**config.mk**
```make
export PLATFORM = sky130hd
export DESIGN_NAME = config_port_access_fsm
export DESIGN_NICKNAME = d
export VERILOG_FILES = /design/src/core/cfg_port_pkg.sv /design/src/core/cfg_port_decode.sv /design/src/core/config_port_access_fsm.sv
export VERILOG_INCLUDE_DIRS = /design/src /design/src/core
export SDC_FILE = /design/constraint.sdc
export NUM_CORES = 1
export LEC_CHECK = 0
export BUFFER_PORTS_ARGS = -buffer_cell sky130_fd_sc_hd__buf_2
export CAP_MARGIN = 20
export CORE_MARGIN = 1.5
export CORE_UTILIZATION = 35
export DETAILED_ROUTE_END_ITERATION = 16
export GPL_ROUTABILITY_DRIVEN = 0
export SETUP_SLACK_MARGIN = 0.2
export SYNTH_ARGS = -nofsm -noshare
export SYNTH_HDL_FRONTEND = slang
export SYNTH_SLANG_ARGS = --single-unit
```
**constraint.sdc**
```tcl
create_clock -name CLK -period 6.6 [get_ports CLK]
set_input_delay 0.66 -clock CLK [delete_from_list [all_inputs] [get_ports CLK]]
set_output_delay 0.66 -clock CLK [all_outputs]
set_load 0.01 [all_outputs]
```
**src/core/cfg_port_defines.svh**
```systemverilog
// Constants of the configuration-port access logic: keys, indexes, addresses, timing.
// Assumes a 100 MHz device clock; included by its bare name.
`ifndef CFG_PORT_DEFINES_SVH
`define CFG_PORT_DEFINES_SVH

// =====================================================================
// Keys written to the configuration port
`define KEY_ENTER        8'h55
`define KEY_EXIT         8'hAA

// =====================================================================
// Port base addresses selected by the strap
`define BASE_STRAP_LOW   16'h03F0
`define BASE_STRAP_HIGH  16'h0370
`define DATA_PORT_OFFS   16'h0001

// =====================================================================
// Global register indexes handled locally
`define IDX_CFG_CTRL     8'h02
`define IDX_LD_NUM       8'h07
`define IDX_BASE_LOW     8'h26
`define IDX_BASE_HIGH    8'h27
`define CFG_CTRL_SOFT_BIT 0

// =====================================================================
// Reset values
`define LD_NUM_RST       8'h00
`define INDEX_RST        8'h00

// =====================================================================
// Timing
`define CLK_MHZ          100
`define POR_BLANK_US     500
`define POR_BLANK_CYCLES (`POR_BLANK_US * `CLK_MHZ)

`endif

```
**src/core/cfg_port_pkg.sv**
```systemverilog
// Types shared by the configuration-port access logic and its address decoder.
// Assumes the defines header supplies all numeric constants.
package cfg_port_pkg;

  // ===================================================================
  // Host bus request, sampled synchronously to CLK
  typedef struct packed {
    logic [15:0] addr;
    logic [7:0]  wdata;
    logic        wr;    // One-cycle write strobe
    logic        rd;    // One-cycle read strobe
    logic        aen;   // High during DMA cycles
  } isa_req_t;

  // ===================================================================
  // Access forwarded to the logical-device register files
  typedef struct packed {
    logic [7:0] ld_num;
    logic [7:0] index;
    logic [7:0] wdata;
    logic       wr;
    logic       rd;
  } cfg_access_t;

  // ===================================================================
  // Access state
  typedef enum logic {ST_RUN, ST_CFG} access_state_t;

endpackage

```
**src/core/cfg_port_decode.sv**
```systemverilog
// Address decoder for the index and data ports.
// Assumes the base address is stable in the cycle of the request.
`timescale 1ns/1ps
`include "cfg_port_defines.svh"

module cfg_port_decode (
  input  wire logic [15:0] addr,
  input  wire logic        aen,
  input  wire logic [15:0] base,
  output logic             hit_index,
  output logic             hit_data
);
  import cfg_port_pkg::*;

  // =====================================================================
  // Match helper, gated by AEN so DMA cycles never hit
  function automatic logic match_addr(input logic [15:0] a, input logic [15:0] b, input logic en);
    match_addr = en && (a == b);
  endfunction

  wire logic [15:0] data_addr = base + `DATA_PORT_OFFS;

  // Index port at the base, data port one above
  assign hit_index = match_addr(addr, base, !aen);
  assign hit_data  = match_addr(addr, data_addr, !aen);

endmodule

```
**src/core/config_port_access_fsm.sv**
```systemverilog
// Configuration-port access logic: key-driven run/configuration states, index and data ports.
// Assumes host strobes are single-cycle pulses synchronous to CLK; SYS_RST is the supply POR.
`timescale 1ns/1ps
`include "cfg_port_defines.svh"

module config_port_access_fsm #(
  parameter int POR_BLANK = `POR_BLANK_CYCLES
) (
  input  wire logic                      CLK,
  input  wire logic                      SYS_RST,
  input  wire logic                      BUS_RST,
  input  wire logic                      BASE_SELECT_STRAP,
  input  wire cfg_port_pkg::isa_req_t    ISA_REQ,
  input  wire logic [7:0]                LD_RDATA,
  output cfg_port_pkg::cfg_access_t      CFG_ACC,
  output logic [7:0]                     RD_DATA,
  output logic                           RD_VALID,
  output logic                           CFG_MODE,
  output logic                           DEV_HARD_RST,
  output logic                           SOFT_RST
);
  import cfg_port_pkg::*;

  // =====================================================================
  // State
  access_state_t mode_q, mode_d;
  logic [15:0]   base_q;
  logic [7:0]    index_q, ld_num_q;
  logic          bus_rst_q;
  logic          init_done_q;
  logic [15:0]   blank_q;
  logic          rd_pend_q, rd_local_q;
  logic [7:0]    rd_lval_q;
  cfg_access_t   acc_q;
  logic          cfg_mode_q, hard_q, soft_q;
  logic [7:0]    rd_data_q;
  logic          rd_valid_q;

  // =====================================================================
  // Address decode
  logic hit_index, hit_data;

  cfg_port_decode u_decode (
    .addr      (ISA_REQ.addr),
    .aen       (ISA_REQ.aen),
    .base      (base_q),
    .hit_index (hit_index),
    .hit_data  (hit_data)
  );

  // =====================================================================
  // Access qualification
  // Blanking and bus reset gate everything, so no stray write lands mid-reset
  wire logic blank     = (blank_q != 16'h0000);
  wire logic live      = !blank && !BUS_RST && init_done_q;
  wire logic in_cfg    = (mode_q == ST_CFG);
  wire logic wr_index  = live && ISA_REQ.wr && hit_index;
  wire logic wr_data   = live && ISA_REQ.wr && hit_data && in_cfg;
  wire logic rd_index  = live && ISA_REQ.rd && hit_index && in_cfg;
  wire logic rd_data   = live && ISA_REQ.rd && hit_data && in_cfg;
  wire logic key_enter = wr_index && !in_cfg && (ISA_REQ.wdata == `KEY_ENTER);
  wire logic key_exit  = wr_index && in_cfg && (ISA_REQ.wdata == `KEY_EXIT);
  wire logic idx_write = wr_index && in_cfg && !key_exit;
  wire logic bus_fall  = bus_rst_q && !BUS_RST;

  // Local global registers versus those forwarded to the device files
  wire logic is_ctrl   = (index_q == `IDX_CFG_CTRL);
  wire logic is_ldn    = (index_q == `IDX_LD_NUM);
  wire logic is_blo    = (index_q == `IDX_BASE_LOW);
  wire logic is_bhi    = (index_q == `IDX_BASE_HIGH);
  wire logic is_local  = is_ctrl || is_ldn || is_blo || is_bhi;
  wire logic soft_hit  = wr_data && is_ctrl && ISA_REQ.wdata[`CFG_CTRL_SOFT_BIT];
  wire logic load_base = !init_done_q || bus_fall;
  wire logic [15:0] strap_base = BASE_SELECT_STRAP ? `BASE_STRAP_HIGH : `BASE_STRAP_LOW;

  // Value of a local register; control register reads as zero
  wire logic [7:0] local_val = is_ldn ? ld_num_q :
                               is_blo ? base_q[7:0] :
                               is_bhi ? base_q[15:8] : 8'h00;

  // =====================================================================
  // Two-state key machine; run state takes only the entry key
  always_comb begin
    mode_d = mode_q;
    unique case (mode_q)
      ST_RUN: if (key_enter) mode_d = ST_CFG;
      ST_CFG: if (key_exit)  mode_d = ST_RUN;
    endcase
    if (BUS_RST) mode_d = ST_RUN;
  end

  always_ff @(posedge CLK or posedge SYS_RST) begin
    if (SYS_RST) mode_q <= ST_RUN;
    else mode_q <= mode_d;
  end

  // =====================================================================
  // Power-on blanking counter and strap capture after release
  always_ff @(posedge CLK or posedge SYS_RST) begin
    if (SYS_RST) begin
      blank_q     <= 16'(POR_BLANK);
      init_done_q <= 1'b0;
      bus_rst_q   <= 1'b0;
    end else begin
      if (blank) blank_q <= blank_q - 16'h0001;
      init_done_q <= 1'b1;
      bus_rst_q   <= BUS_RST;
    end
  end

  // =====================================================================
  // Port base: strap at power-on or bus reset fall, then software relocation
  always_ff @(posedge CLK or posedge SYS_RST) begin
    if (SYS_RST) base_q <= `BASE_STRAP_LOW;
    else if (load_base) base_q <= strap_base;
    else if (wr_data && is_blo) base_q[7:0] <= ISA_REQ.wdata;
    else if (wr_data && is_bhi) base_q[15:8] <= ISA_REQ.wdata;
  end

  // =====================================================================
  // Index and logical device number; both hold until rewritten or bus reset, and a soft reset also clears the device number
  always_ff @(posedge CLK or posedge SYS_RST) begin
    if (SYS_RST) begin
      index_q  <= `INDEX_RST;
      ld_num_q <= `LD_NUM_RST;
    end else if (BUS_RST) begin
      index_q  <= `INDEX_RST;
      ld_num_q <= `LD_NUM_RST;
    end else begin
      if (idx_write) index_q <= ISA_REQ.wdata;
      if (soft_hit) ld_num_q <= `LD_NUM_RST;
      else if (wr_data && is_ldn) ld_num_q <= ISA_REQ.wdata;
    end
  end

  // =====================================================================
  // Read pipeline: stage one strobes the device file, stage two answers
  // Fixed two-cycle latency keeps local and forwarded reads alike
  always_ff @(posedge CLK or posedge SYS_RST) begin
    if (SYS_RST) begin
      rd_pend_q  <= 1'b0;
      rd_local_q <= 1'b0;
      rd_lval_q  <= 8'h00;
      rd_data_q  <= 8'h00;
      rd_valid_q <= 1'b0;
    end else begin
      rd_pend_q  <= rd_index || rd_data;
      rd_local_q <= rd_index || is_local;
      rd_lval_q  <= rd_index ? index_q : local_val;
      rd_valid_q <= rd_pend_q;
      if (rd_pend_q) rd_data_q <= rd_local_q ? rd_lval_q : LD_RDATA;
    end
  end

  // =====================================================================
  // Forwarded accesses and status outputs, all registered
  always_ff @(posedge CLK or posedge SYS_RST) begin
    if (SYS_RST) begin
      acc_q      <= '0;
      cfg_mode_q <= 1'b0;
      hard_q     <= 1'b1;
      soft_q     <= 1'b0;
    end else begin
      acc_q.ld_num <= ld_num_q;
      acc_q.index  <= index_q;
      if (wr_data) acc_q.wdata <= ISA_REQ.wdata;
      acc_q.wr     <= wr_data && !is_local;
      acc_q.rd     <= rd_data && !is_local;
      cfg_mode_q   <= (mode_d == ST_CFG);
      hard_q       <= BUS_RST;
      soft_q       <= soft_hit;
    end
  end

  assign CFG_ACC      = acc_q;
  assign RD_DATA      = rd_data_q;
  assign RD_VALID     = rd_valid_q;
  assign CFG_MODE     = cfg_mode_q;
  assign DEV_HARD_RST = hard_q;
  assign SOFT_RST     = soft_q;
endmodule

```
==> reports/qor.yml <==
outcome: "finished clean"
syn_area_per_cell_um2: 10.48
finalNonFillerCells: 710
rows: 42
drtIter0Drc: 309
pre_cts_slack_ps: 2714
dp_cells: 694
critical_path_arrival_ps: 4200
power_mw: 1.175
syn-cell-area_mm2: 0.004841
netlist_instances: 462
period_share_pct: 60.31
clk_path_buf_depth: 2
worst_pin_slew_ps: 1103
grt_overflow_total: 0
dpl.hpwl_mm: 8.913
setup_viol: 0
synth_seq_cells: 98
finalWirelength_mm: 12.05
place_area_mm2: 0.005370
synth-edff-count: 0
cts_root_buffer: "clkbuf_16"
cp_slowest_cell: "nor3_2"
start_util_pct: 36.27
postCtsHoldBufs: 0
hold_slack_ps: 306.2
rsz0062_at_grt: "no"
worstPathCellList: "inv_1, ha_1, or4b_2, nor4_1, nand2_1, nor3_2, nand2_1, mux2_2"
crit_required_ps: 6820
netlist.area_leader.share_pct: 43.94
async_flop_share_pct: 100.0
max-slew-margin-rel_pct: 25.91
syn_to_final_growth_pct: 17.01
die_w_um: 120.6
ir_drop_mv: 0.1372
ys_types: 59
p_leak_nw: 2.587
die_h_um: 120.6
route.detailed.drc: 0
syn-num-nets: 504
vias_per_cell: 5.458
maxSlewViolCount: 0
grt_max_degree: 73
crit_top_cell: "nand2_1"
yosys-top-cells-count: "dfrtp_1 (85), nor2_1 (46), a21oi_1 (36), mux2i_1 (25), nand2_1 (21)"
cts_setup_buffers: 0
synth.area.top_cells: "dfrtp_1 (44%), dfstp_2 (7.1%), mux2i_1 (5.2%), a21oi_1 (3.7%), xnor2_1 (3.6%)"
crit_fanout: 20
wl_per_cell_um: 16.98
finalHoldViolCount: 0
grt_pass1_wl_mm: 19.10
crit_family: "simple AND/OR/NAND/NOR gates"
yosysTopAreaCell: "dfrtp_1"
finClkSkew_ps: 6.079
ant_nets: 0
drive_gt1_share_pct: 25.47
powerDensity_mw_per_mm2: 207.5
htree_levels: 3
fin_util_pct: 42.44
fmax_ghz: 0.2512
ys_seq_area_share_pct: 51.00
critPathKind: "reg -> reg"
fin_ws_ps: 2620
cpPeakStageDelay_ps: 860
critical_path_buf_inv_count: 1
min-delay-path-class: "in -> async"
io_buffers: 76
antenna_found_initial: 0
maxCapViolCount: 0
cts_made_buffers: 9
first_pass_iters: 5
cp_num_cells: 8
vias: 3875
tns_ps: 0
final_area_mm2: 0.005664
cp-end-kind: "register"
die_area_mm2: 0.01455
grtUsageTotal_pct: 16.91
synth_most_common_cell: "dfrtp_1"
nNetsFinal: 571
ios: 77
crit_path_start_kind: "register"
ys_warn_count: 0
r2r_cells: 8
n_antenna_cell: 0
clk-insertion-delay-late_ps: 340
synthFlopType: "dfrtp_1"
ctsResizeCount: 0
fin_crit_ps: 3980
core_mm2: 0.01335
cts_sinks: 98
clkSlewWorstSetupHoldPaths_ps: 70
tritoncts: "done"
grt_pass1_vias: 3714
-- path summary, 6_finish.rpt --
kind                       slack [ps]   startpoint           to
min reg2reg                       410  ld_num_q[3]  CFG_ACC[21]
max in group asynchronous        5080      SYS_RST   RD_DATA[4]
max                              2620   blank_q[1]   CFG_ACC[4]
min                               310      SYS_RST   CFG_ACC[4]
min in group CLK                  410  ld_num_q[3]  CFG_ACC[21]
max reg2reg                      2620   blank_q[1]   CFG_ACC[4]
-- layout make-up --
class | instances | area, µm²
Fill cell | 1281 | 7684
Timing Repair Buffer | 79 | 402.9
Sequential cell | 98 | 2469
Clock inverter | 6 | 55.05
Multi-Input combinational cell | 328 | 2228
Clock buffer | 10 | 239.0
Inverter | 13 | 50.05
Tap cell | 176 | 220.2
-- worst register-to-register path, delay by kind of cell (launching register included) --
family / cells / cell delay, ps
adders and majority gates: 1 / 150
buffers and inverters: 1 / 110
DFF: 1 / 400
muxes: 1 / 420
and+or+nand+nor: 5 / 2780
-- routing by layer --
layer / global-route usage (%) / vias up / routed length, µm
met1: 21.69 / 1907 / 5048
met2: 28.37 / 131 / 6107
met5: 0 / - / 0
li1: - / 1819 / -
met3: 3.585 / 18 / 665
met4: 5.735 / 0 / 233
-- cells by family after synthesis --
family | count (synthesis) | share of synthesized area [%]
AND/OR/NAND/NOR | 166 | 19.51
flip-flops | 98 | 51.00
AO/OA/AOI/OAI | 84 | 10.93
XOR/XNOR | 40 | 7.237
buffers and inverters | 36 | 3.205
multiplexers | 34 | 7.263
adder cells (fa/ha/maj) | 3 | 0.7755
other | 1 | 0.07747
-- registers in the layout (all words and copies together) (netlist names), 8 cells and up --
register,flops
blank_q,16
ld_num_q,8
base_q,16
rd_lval_q,8
index_q,8
RD_DATA,8
CFG_ACC,26
-- report_power, final --
part           switching, mW  internal (mW)
registers            0.00272          0.603
logic                 0.0419         0.0219
clock network          0.232          0.274
-- cells in the final DEF (no fill, tap or decap), types with 10 or more instances in the layout --
cell type  Yosys  layout
dfrtp_1       85      85
nor2_1        46      46
nand2_1       21      21
o21ai_0       12      12
dfstp_2       13      13
buf_2          7      76
nor3_1        12      11
mux2i_1       25      25
nand4_1       18      18
xnor2_1       20      20
a21oi_1       36      36
xor2_1        20      20
or3_1         10      10
inv_1         13      12
Power figures use the tool's default switching activity.
